<file path="src/design/timer_pair_defs.vh">
/*
  Constants for the dual counter/timer block: register addresses, field
  positions, reset values and prescale divide ratios.
  Assumes inclusion by bare name from the timer design files.
*/
`ifndef TIMER_PAIR_DEFS_VH
`define TIMER_PAIR_DEFS_VH
`define ADDR_CTRL      8'h88
`define ADDR_MODE      8'h89
`define ADDR_LOW_ZERO  8'h8A
`define ADDR_LOW_ONE   8'h8B
`define ADDR_HIGH_ZERO 8'h8C
`define ADDR_HIGH_ONE  8'h8D
`define ADDR_CLKSEL    8'h8E
`define RESET_BYTE     8'h00
`define BIT_OVF_ONE    3'h7
`define BIT_RUN_ONE    3'h6
`define BIT_OVF_ZERO   3'h5
`define BIT_RUN_ZERO   3'h4
`define BIT_EXT_ONE    3'h3
`define BIT_TYPE_ONE   3'h2
`define BIT_EXT_ZERO   3'h1
`define BIT_TYPE_ZERO  3'h0
`define MODE_13        2'h0
`define MODE_16        2'h1
`define MODE_RELOAD    2'h2
`define MODE_SPLIT     2'h3
`define DIV_A          6'h0C
`define DIV_B          6'h04
`define DIV_C          6'h30
`define DIV_EXT        6'h08
`endif

</file>
<file path="src/design/dual_timer.v">
/*
  Two counter/timers with control, mode and clock-select registers on the
  special-function register bus, plus external interrupt flags.
  Assumes all pin inputs are synchronous to core_clk_i and that the CPU
  core issues one byte or one single-bit write per cycle.
*/
`timescale 1ns/100ps
`include "timer_pair_defs.vh"
module dual_timer (
  input  wire       core_clk_i,          // system clock, 10 MHz
  input  wire       rst_i,               // async reset, active high
  input  wire [7:0] sfr_addr_i,          // register address
  input  wire       sfr_wr_i,            // byte write strobe
  input  wire [7:0] sfr_wdata_i,         // byte write data
  input  wire       sfr_bit_wr_i,        // single-bit write strobe
  input  wire [2:0] sfr_bit_sel_i,       // bit index in control register
  input  wire       sfr_bit_val_i,       // value for single-bit write
  output reg  [7:0] sfr_rdata_o,         // read data for sfr_addr_i
  output wire       sfr_hit_o,           // address belongs to this block
  input  wire       count_pin_zero_i,    // timer 0 event pin
  input  wire       count_pin_one_i,     // timer 1 event pin
  input  wire       gating_input_zero_i, // timer 0 gate / ext irq 0 input
  input  wire       gating_input_one_i,  // timer 1 gate / ext irq 1 input
  input  wire       gating_polarity_zero_i, // 1: input 0 active high
  input  wire       gating_polarity_one_i,  // 1: input 1 active high
  input  wire       ext_clk_i,           // external clock for prescaler
  input  wire       vector_t0_i,         // CPU vectors to timer 0 isr
  input  wire       vector_t1_i,         // CPU vectors to timer 1 isr
  input  wire       vector_x0_i,         // CPU vectors to ext irq 0 isr
  input  wire       vector_x1_i,         // CPU vectors to ext irq 1 isr
  output wire       ovf_flag_zero_o,     // timer 0 overflow flag
  output wire       ovf_flag_one_o,      // timer 1 overflow flag
  output wire       ext_irq_flag_zero_o, // ext irq 0 flag
  output wire       ext_irq_flag_one_o,  // ext irq 1 flag
  output reg        t1_ovf_pulse_o       // timer 1 overflow, baud/ADC
);
  reg  [7:0] timer_run_and_flag_control;
  reg  [7:0] timer_mode_select;
  reg  [7:0] timer_clock_select_reg;
  reg  [7:0] low_count_zero;
  reg  [7:0] high_count_zero;
  reg  [7:0] low_count_one;
  reg  [7:0] high_count_one;
  reg  [7:0] next_ctrl;
  reg  [7:0] next_low0;
  reg  [7:0] next_high0;
  reg  [7:0] next_low1;
  reg  [7:0] next_high1;
  reg        next_t1_pulse;
  reg        pin0_prev;
  reg        pin1_prev;
  reg        gin0_prev;
  reg        gin1_prev;
  wire       pre_tick;

  wire       ovf_flag_one      = timer_run_and_flag_control[7];
  wire       run_bit_one       = timer_run_and_flag_control[6];
  wire       ovf_flag_zero     = timer_run_and_flag_control[5];
  wire       run_bit_zero      = timer_run_and_flag_control[4];
  wire       ext_irq_type_one  = timer_run_and_flag_control[2];
  wire       ext_irq_type_zero = timer_run_and_flag_control[0];
  wire       gating_enable_one  = timer_mode_select[7];
  wire       count_select_one   = timer_mode_select[6];
  wire [1:0] mode_field_one     = timer_mode_select[5:4];
  wire       gating_enable_zero = timer_mode_select[3];
  wire       count_select_zero  = timer_mode_select[2];
  wire [1:0] mode_field_zero    = timer_mode_select[1:0];
  wire       sysclk_sel_one     = timer_clock_select_reg[3];
  wire       sysclk_sel_zero    = timer_clock_select_reg[2];
  wire [1:0] prescale_select    = timer_clock_select_reg[1:0];

  // active level of the gating inputs as set by the polarity pins
  wire gin0_act = ~(gating_input_zero_i ^ gating_polarity_zero_i);
  wire gin1_act = ~(gating_input_one_i ^ gating_polarity_one_i);
  wire split    = (mode_field_zero == `MODE_SPLIT);

  // falling edges are seen on a one-cycle delayed copy; the far side
  // holds each level two clocks so no edge is missed
  wire fall0 = pin0_prev & ~count_pin_zero_i;
  wire fall1 = pin1_prev & ~count_pin_one_i;

  // clock source choice shared by both timers and the split high byte
  function tick_src;
    input cnt_sel;
    input sys_sel;
    input pin_fall;
    input pre;
    begin
      if (cnt_sel)
        tick_src = pin_fall;
      else if (sys_sel)
        tick_src = 1'b1;
      else
        tick_src = pre;
    end
  endfunction

  wire gating_enable_zero_ok = ~gating_enable_zero | gin0_act;
  wire gating_enable_one_ok = ~gating_enable_one | gin1_act;
  wire en0 = run_bit_zero & gating_enable_zero_ok &
             tick_src(count_select_zero, sysclk_sel_zero, fall0, pre_tick);
  // split high byte is a timer only: never the pin
  wire en0h = run_bit_one &
              tick_src(1'b0, sysclk_sel_zero, 1'b0, pre_tick);
  // in split mode timer 1 ignores its run bit and gate, runs unless mode 3
  wire en1_split = (mode_field_one != `MODE_SPLIT) &
                   tick_src(1'b0, sysclk_sel_one, 1'b0, pre_tick);
  wire en1_norm  = run_bit_one & gating_enable_one_ok & (mode_field_one != `MODE_SPLIT) &
                   tick_src(count_select_one, sysclk_sel_one, fall1,
                            pre_tick);
  wire en1 = split ? en1_split : en1_norm;

  // single-bit writes address the control register only
  wire bit_wr_ctrl = sfr_bit_wr_i & (sfr_addr_i == `ADDR_CTRL);
  wire wr_ctrl  = sfr_wr_i & (sfr_addr_i == `ADDR_CTRL);
  wire wr_low0  = sfr_wr_i & (sfr_addr_i == `ADDR_LOW_ZERO);
  wire wr_high0 = sfr_wr_i & (sfr_addr_i == `ADDR_HIGH_ZERO);
  wire wr_low1  = sfr_wr_i & (sfr_addr_i == `ADDR_LOW_ONE);
  wire wr_high1 = sfr_wr_i & (sfr_addr_i == `ADDR_HIGH_ONE);

  assign sfr_hit_o = (sfr_addr_i >= `ADDR_CTRL) &
                     (sfr_addr_i <= `ADDR_CLKSEL);

  prescale_gen u_prescale (
    .core_clk_i     (core_clk_i),
    .rst_i          (rst_i),
    .prescale_sel_i (prescale_select),
    .ext_clk_i      (ext_clk_i),
    .tick_o         (pre_tick)
  );

  // one timer's count step; returns {overflow, high, low}
  function [16:0] step_timer;
    input [1:0] mode;
    input [7:0] lo;
    input [7:0] hi;
    reg   [12:0] c13;
    reg   [16:0] c16;
    begin
      c13 = 13'h0000;
      c16 = 17'h00000;
      case (mode)
        `MODE_13: begin
          // upper low bits are left alone and carry no meaning
          c13 = {hi, lo[4:0]} + 13'h0001;
          step_timer = {({hi, lo[4:0]} == 13'h1FFF), c13[12:5],
                        lo[7:5], c13[4:0]};
        end
        `MODE_16: begin
          c16 = {1'b0, hi, lo} + 17'h00001;
          step_timer = c16;
        end
        default: begin
          // reload and split low byte: 8-bit with optional reload
          if (lo == 8'hFF)
            step_timer = {1'b1, hi,
                          (mode == `MODE_RELOAD) ? hi : 8'h00};
          else
            step_timer = {1'b0, hi, lo + 8'h01};
        end
      endcase
    end
  endfunction

  reg [16:0] s0;
  reg [16:0] s1;
  reg        ovf0;
  reg        ovf0h;
  reg        ovf1;
  reg        set_x0;
  reg        set_x1;

  always @* begin
    next_ctrl     = timer_run_and_flag_control;
    next_low0     = low_count_zero;
    next_high0    = high_count_zero;
    next_low1     = low_count_one;
    next_high1    = high_count_one;
    next_t1_pulse = 1'b0;
    ovf0  = 1'b0;
    ovf0h = 1'b0;
    ovf1  = 1'b0;
    s0 = step_timer(mode_field_zero, low_count_zero, high_count_zero);
    s1 = step_timer(mode_field_one, low_count_one, high_count_one);
    // counts move on from their held value; run bit never preloads
    if (en0) begin
      next_low0 = s0[7:0];
      ovf0      = s0[16];
      if (!split)
        next_high0 = s0[15:8];
    end
    if (split && en0h) begin
      next_high0 = high_count_zero + 8'h01;
      ovf0h      = (high_count_zero == 8'hFF);
    end
    if (en1) begin
      next_low1     = s1[7:0];
      next_high1    = s1[15:8];
      ovf1          = s1[16];
      next_t1_pulse = s1[16];
    end
    // cpu byte writes beat the same-cycle count step
    if (wr_low0)  next_low0  = sfr_wdata_i;
    if (wr_high0) next_high0 = sfr_wdata_i;
    if (wr_low1)  next_low1  = sfr_wdata_i;
    if (wr_high1) next_high1 = sfr_wdata_i;

    // software writes and vectoring clears first, hardware sets win after
    if (wr_ctrl)
      next_ctrl = sfr_wdata_i;
    if (bit_wr_ctrl)
      next_ctrl[sfr_bit_sel_i] = sfr_bit_val_i;
    if (vector_t0_i) next_ctrl[`BIT_OVF_ZERO] = 1'b0;
    if (vector_t1_i) next_ctrl[`BIT_OVF_ONE]  = 1'b0;
    if (vector_x0_i && ext_irq_type_zero)
      next_ctrl[`BIT_EXT_ZERO] = 1'b0;
    if (vector_x1_i && ext_irq_type_one)
      next_ctrl[`BIT_EXT_ONE] = 1'b0;

    // type 1: edge into active level; type 0: flag follows the level
    set_x0 = ext_irq_type_zero ? (gin0_act & ~gin0_prev) : gin0_act;
    set_x1 = ext_irq_type_one  ? (gin1_act & ~gin1_prev) : gin1_act;
    if (set_x0) next_ctrl[`BIT_EXT_ZERO] = 1'b1;
    if (set_x1) next_ctrl[`BIT_EXT_ONE]  = 1'b1;
    if (!ext_irq_type_zero && !gin0_act)
      next_ctrl[`BIT_EXT_ZERO] = 1'b0;
    if (!ext_irq_type_one && !gin1_act)
      next_ctrl[`BIT_EXT_ONE] = 1'b0;

    if (ovf0) next_ctrl[`BIT_OVF_ZERO] = 1'b1;
    // in split mode only the high byte of timer 0 may raise flag one
    if (split ? ovf0h : ovf1)
      next_ctrl[`BIT_OVF_ONE] = 1'b1;
  end

  always @(posedge core_clk_i or posedge rst_i) begin
    if (rst_i) begin
      timer_run_and_flag_control <= `RESET_BYTE;
      timer_mode_select          <= `RESET_BYTE;
      timer_clock_select_reg     <= `RESET_BYTE;
      low_count_zero             <= `RESET_BYTE;
      high_count_zero            <= `RESET_BYTE;
      low_count_one              <= `RESET_BYTE;
      high_count_one             <= `RESET_BYTE;
      t1_ovf_pulse_o             <= 1'b0;
      pin0_prev                  <= 1'b0;
      pin1_prev                  <= 1'b0;
      gin0_prev                  <= 1'b0;
      gin1_prev                  <= 1'b0;
    end else begin
      timer_run_and_flag_control <= next_ctrl;
      low_count_zero             <= next_low0;
      high_count_zero            <= next_high0;
      low_count_one              <= next_low1;
      high_count_one             <= next_high1;
      t1_ovf_pulse_o             <= next_t1_pulse;
      pin0_prev                  <= count_pin_zero_i;
      pin1_prev                  <= count_pin_one_i;
      gin0_prev                  <= gin0_act;
      gin1_prev                  <= gin1_act;
      if (sfr_wr_i && sfr_addr_i == `ADDR_MODE)
        timer_mode_select <= sfr_wdata_i;
      if (sfr_wr_i && sfr_addr_i == `ADDR_CLKSEL)
        timer_clock_select_reg <= sfr_wdata_i;
    end
  end

  always @* begin
    case (sfr_addr_i)
      `ADDR_CTRL:      sfr_rdata_o = timer_run_and_flag_control;
      `ADDR_MODE:      sfr_rdata_o = timer_mode_select;
      `ADDR_LOW_ZERO:  sfr_rdata_o = low_count_zero;
      `ADDR_LOW_ONE:   sfr_rdata_o = low_count_one;
      `ADDR_HIGH_ZERO: sfr_rdata_o = high_count_zero;
      `ADDR_HIGH_ONE:  sfr_rdata_o = high_count_one;
      `ADDR_CLKSEL:    sfr_rdata_o = timer_clock_select_reg;
      default:         sfr_rdata_o = 8'h00;
    endcase
  end

  assign ovf_flag_zero_o     = ovf_flag_zero;
  assign ovf_flag_one_o      = ovf_flag_one;
  assign ext_irq_flag_zero_o = timer_run_and_flag_control[`BIT_EXT_ZERO];
  assign ext_irq_flag_one_o  = timer_run_and_flag_control[`BIT_EXT_ONE];
endmodule // dual_timer

</file>
<file path="src/design/prescale_gen.v">
/*
  Prescaled tick generator for both timers.
  Assumes the external clock input is already synchronous to core_clk_i.
*/
`timescale 1ns/100ps
`include "timer_pair_defs.vh"
module prescale_gen (
  input  wire       core_clk_i,      // system clock
  input  wire       rst_i,           // async reset, active high
  input  wire [1:0] prescale_sel_i,  // divide ratio select
  input  wire       ext_clk_i,       // external clock, synchronous
  output reg        tick_o           // one-cycle prescaled tick
);
  reg  [5:0] div_cnt;
  reg        ext_prev;
  wire       ext_rise = ext_clk_i & ~ext_prev;
  wire       use_ext  = (prescale_sel_i == 2'h3);
  wire [5:0] limit    = (prescale_sel_i == 2'h0) ? `DIV_A :
                        (prescale_sel_i == 2'h1) ? `DIV_B :
                        (prescale_sel_i == 2'h2) ? `DIV_C : `DIV_EXT;
  wire       step     = use_ext ? ext_rise : 1'b1;

  always @(posedge core_clk_i or posedge rst_i) begin
    if (rst_i) begin
      div_cnt  <= 6'h00;
      ext_prev <= 1'b0;
      tick_o   <= 1'b0;
    end else begin
      ext_prev <= ext_clk_i;
      tick_o   <= 1'b0;
      if (step) begin
        // counter re-ranges itself if the ratio is changed mid-count
        if (div_cnt >= limit - 6'h01) begin
          div_cnt <= 6'h00;
          tick_o  <= 1'b1;
        end else begin
          div_cnt <= div_cnt + 6'h01;
        end
      end
    end
  end
endmodule // prescale_gen

</file>
<file path="config.mk">
export PLATFORM = sky130hd
export DESIGN_NAME = dual_timer
export DESIGN_NICKNAME = d
export VERILOG_FILES = /design/src/design/dual_timer.v /design/src/design/prescale_gen.v
export VERILOG_INCLUDE_DIRS = /design/src /design/src/design
export SDC_FILE = /design/constraint.sdc
export NUM_CORES = 1
export LEC_CHECK = 0
export BUFFER_PORTS_ARGS = -buffer_cell sky130_fd_sc_hd__buf_2
export CORE_MARGIN = 5
export CORE_UTILIZATION = 50
export DETAILED_ROUTE_END_ITERATION = 16
export PLACE_DENSITY = 0.72
export SLEW_MARGIN = 10
export SYNTH_ARGS = -nofsm -noshare
export SYNTH_HDL_FRONTEND = slang
export SYNTH_SLANG_ARGS = --single-unit
</file>
<file path="constraint.sdc">
create_clock -name core_clk_i -period 2 [get_ports core_clk_i]
set_input_delay 0.1 -clock core_clk_i [delete_from_list [all_inputs] [get_ports core_clk_i]]
set_output_delay 0.1 -clock core_clk_i [all_outputs]
set_load 0.01 [all_outputs]
</file>
==> flow_summary.toml <==
[yosys]
yosysTopAreaCell = "dfrtp_1"
netlist_area_mm2 = 0.00484
synth_warnings = 0
synth_seq_area_share = 0.356
synth_nets = 608
synth_edf_count = 0
syn_avg_cell_area_um2 = 8.57
synth_cells = 565
synth_seq_cells = 69
synth-simple-area-share = 0.236
synthAdderAreaFrac = 0.0207
async_flop_share = 1.00
synth_compound_area_frac = 0.221
synth_top_area_share = 0.356
synth.distinct_cells = 70
synth_mux_area_frac = 0.0628
synth_top_family_by_area = "simple AND/OR/NAND/NOR gates"
yosys-top-cells-area = "dfrtp_1 36%, nand2_1 5.8%, o21ai_0 4.3%"
ys.flop_type = "dfrtp_1"
synth-xor-area-share = 0.0506

[hold_path]
min_path_cells = 4
min_from = "vector_x0_i"
hold_end = "timer_run_and_flag_control[1]$_DFF_PP0_"
hold_class = "in -> reg"

[timing]
hold_viol_final = 0
slew_headroom = 0.601
fin_worst_skew_ns = 0.0104
slew_viol_final = 0
finalCriticalPeriod_ns = 1.98
setup_violations = 0
max_freq_ghz = 0.504
post-route-period-util = 0.992
tightest_slew_ns = 0.598
rsz0062_at_grt = "true"

[final_layout]
fin_nets = 710
regArea_mm2 = 0.00173
final_cell_mix = "74 x nand2_1, 67 x dfrtp_1, 67 x buf_4"
fillers = 848
postLayoutCoreUtil = 0.627
stdcell_area_mm2 = 0.00601
n_antenna_cell = 0
multiInputGateArea_mm2 = 0.00297
mostFrequentLayoutCell = "nand2_1"
syn_to_final_growth_pct = 24.1
layout-drive-gt1-share = 0.283

[critical_path]
crit_path_max_fanout = 3
path_class = "reg -> out"
slowest_stage = "mux4_2"
worst_ep_required_time_ns = 1.90
critPathLaunchType = "flop"
critical_path_buf_inv_count = 2
cp_cell_sequence = "buf_6, mux4_2, nor2b_4, a31oi_1, o21ai_1, buf_2"
cp_top_family = "multiplexers"
slowest_delay_ns = 0.45
reg2reg_slack_ns = 0.03
worstPathArrival_ns = 1.88
crit_path_end_kind = "output port"
r2r-end = "timer_run_and_flag_control[7]$_DFF_PP0_"
rr_worst_depth = 6
rr_startpoint = "high_count_one[0]$_DFFE_PP0P_"

[routing]
vias_per_cell = 6.07
wl_per_cell_um = 19.6
vias = 4886
ant_nets = 0
drc = 0
dr.first_iter.drc_count = 422
first_pass_iters = 8
finalWirelength_um = 15700

[placement]
post_dp_cell_area_mm2 = 0.00559
port-buffer-count = 48
globalplace.congestion = 0.984
dp_hpwl_um = 11600

[die]
fp.dieW_um = 108
io_pins = 49
core.rowCount = 36
die_h_um = 108
core_region_area_mm2 = 0.00959
die-area_mm2 = 0.0118
start_util = 0.505

[global_routing]
grt_pass1_wl_um = 24900
grtUsageTotal = 0.276
overflow = 0
grt_max_degree = 27
grt_pass1_vias = 4596
antenna_found_initial = 0

[clock_network]
cts_buffer_depth = 2
insertion_delay_ns = 0.36
numCtsBuffers = 9
cts-root-buf = "clkbuf_8"
cts.htree.levels = 3
cts.sinks = 69
path_clk_slew_ns = 0.08
cts_tree = "built"

[run]
cap_violations = 0

[pwr]
p_per_area_mw_per_mm2 = 663
vdd_drop_max_mv = 0.531
p_leak_nw = 2.62

[run_status]
status = "completed"
report_power, final:
group | internal (mW) | switching (mW) | leakage, nW
Sequential | 1.57 | 0.195 | 0.902
Clock | 0.605 | 0.584 | 0.0943
Combinational | 0.480 | 0.554 | 1.62
worst max-delay path by stage:
stage | from | end | slack [ns] | cells past startpoint
after detailed placement | sfr_addr_i[4] | timer_run_and_flag_control[3]$_DFF_PP0_ | -0.009 | 7
after floorplan | u_prescale.div_cnt[2]$_DFFE_PP0P_ | u_prescale.div_cnt[4]$_DFFE_PP0P_ | 0.07 | 7
after global placement | sfr_addr_i[4] | timer_run_and_flag_control[3]$_DFF_PP0_ | 0.04 | 7
after CTS | high_count_one[3]$_DFFE_PP0P_ | timer_run_and_flag_control[7]$_DFF_PP0_ | 0.005 | 6
final | low_count_zero[3]$_DFFE_PP0P_ | sfr_rdata_o[3] | 0.02 | 6
after global routing | low_count_zero[0]$_DFFE_PP0P_ | high_count_zero[5]$_DFFE_PP0P_ | -0.04 | 8
cells in the mapped netlist, drive strengths merged, types with 4 or more instances:
cell	instances
o31ai	4
inv	17
and2	4
a222oi	6
and3	7
a31oi	6
nor2b	5
dfrtp	69
xor2	7
xnor2	21
nor3	16
nand3	30
nor3b	4
a21oi	32
nand2b	4
nor2	40
o21ai	45
clkbuf	19
nand2	77
a211oi	7
nor4b	6
mux2	17
a22o	6
a21o	4
mux2i	9
nand4	9
o221ai	6
buf	17
a22oi	18
nor4	4
ha	8
logic make-up (layout without fill, tap and decap cells):
family	count (synthesis)	in the layout
and+or+nand+nor	218	218
other	1	1
AOI/OAI and AO/OA	161	161
muxes	27	27
adders and majority gates	8	8
buffers and inverters	53	160
xor gates and xnor gates	28	28
DFF	69	69
tightest hold or removal path, stage by stage:
cell	delay [ns]
buf_2	0.08
nor2b_1	0.03
o21ai_0	0.05
o21ai_0	0.08
area by class of cell:
class / instances / share of cell area
inverters: 17 / 0.0106
well taps: 133 / 0.0277
clock buffers: 10 / 0.0229
repair buffers: 127 / 0.148
multi-input cells: 443 / 0.493
clock inverters: 6 / 0.0104
flip-flops and latches: 69 / 0.288
per-layer routing:
layer | vias to the layer above | part of all wire | routed length (µm) | global-route usage
li1 | 2289 | - | - | -
met1 | 2330 | 0.42 | 6690 | 0.383
met2 | 223 | 0.47 | 7370 | 0.435
met3 | 44 | 0.069 | 1090 | 0.0304
met4 | 0 | 0.038 | 594 | 0.123
met5 | - | 0 | 0 | 0
metrics by stage:
| stage | hold WS, ns | std cells | worst slack (ns) | total power, mW | setup TNS [ns] |
|---|---|---|---|---|---|
| after floorplan | 0.131 | 565 | 0.0692 | 2.36 | 0 |
| after global placement | 0.197 | 776 | 0.0373 | 2.73 | 0 |
| after detailed placement | 0.205 | 776 | -0.00937 | 2.76 | -0.0172 |
| after CTS | 0.0211 | 801 | 0.00512 | 3.95 | 0 |
| after global routing | 0.0368 | 805 | -0.0400 | 4.21 | -0.188 |
| final | 0.0255 | 805 | 0.0165 | 3.99 | 0 |
what timing repair did:
action,4_1_cts,5_1_grt
buffers inserted,2,4
endpoints found under the setup margin,4,25
resized for setup,1,33
pin swaps,1,9
hold buffers,7,0
endpoints found under the hold margin,29,0
(Power assumes the default switching activity.)
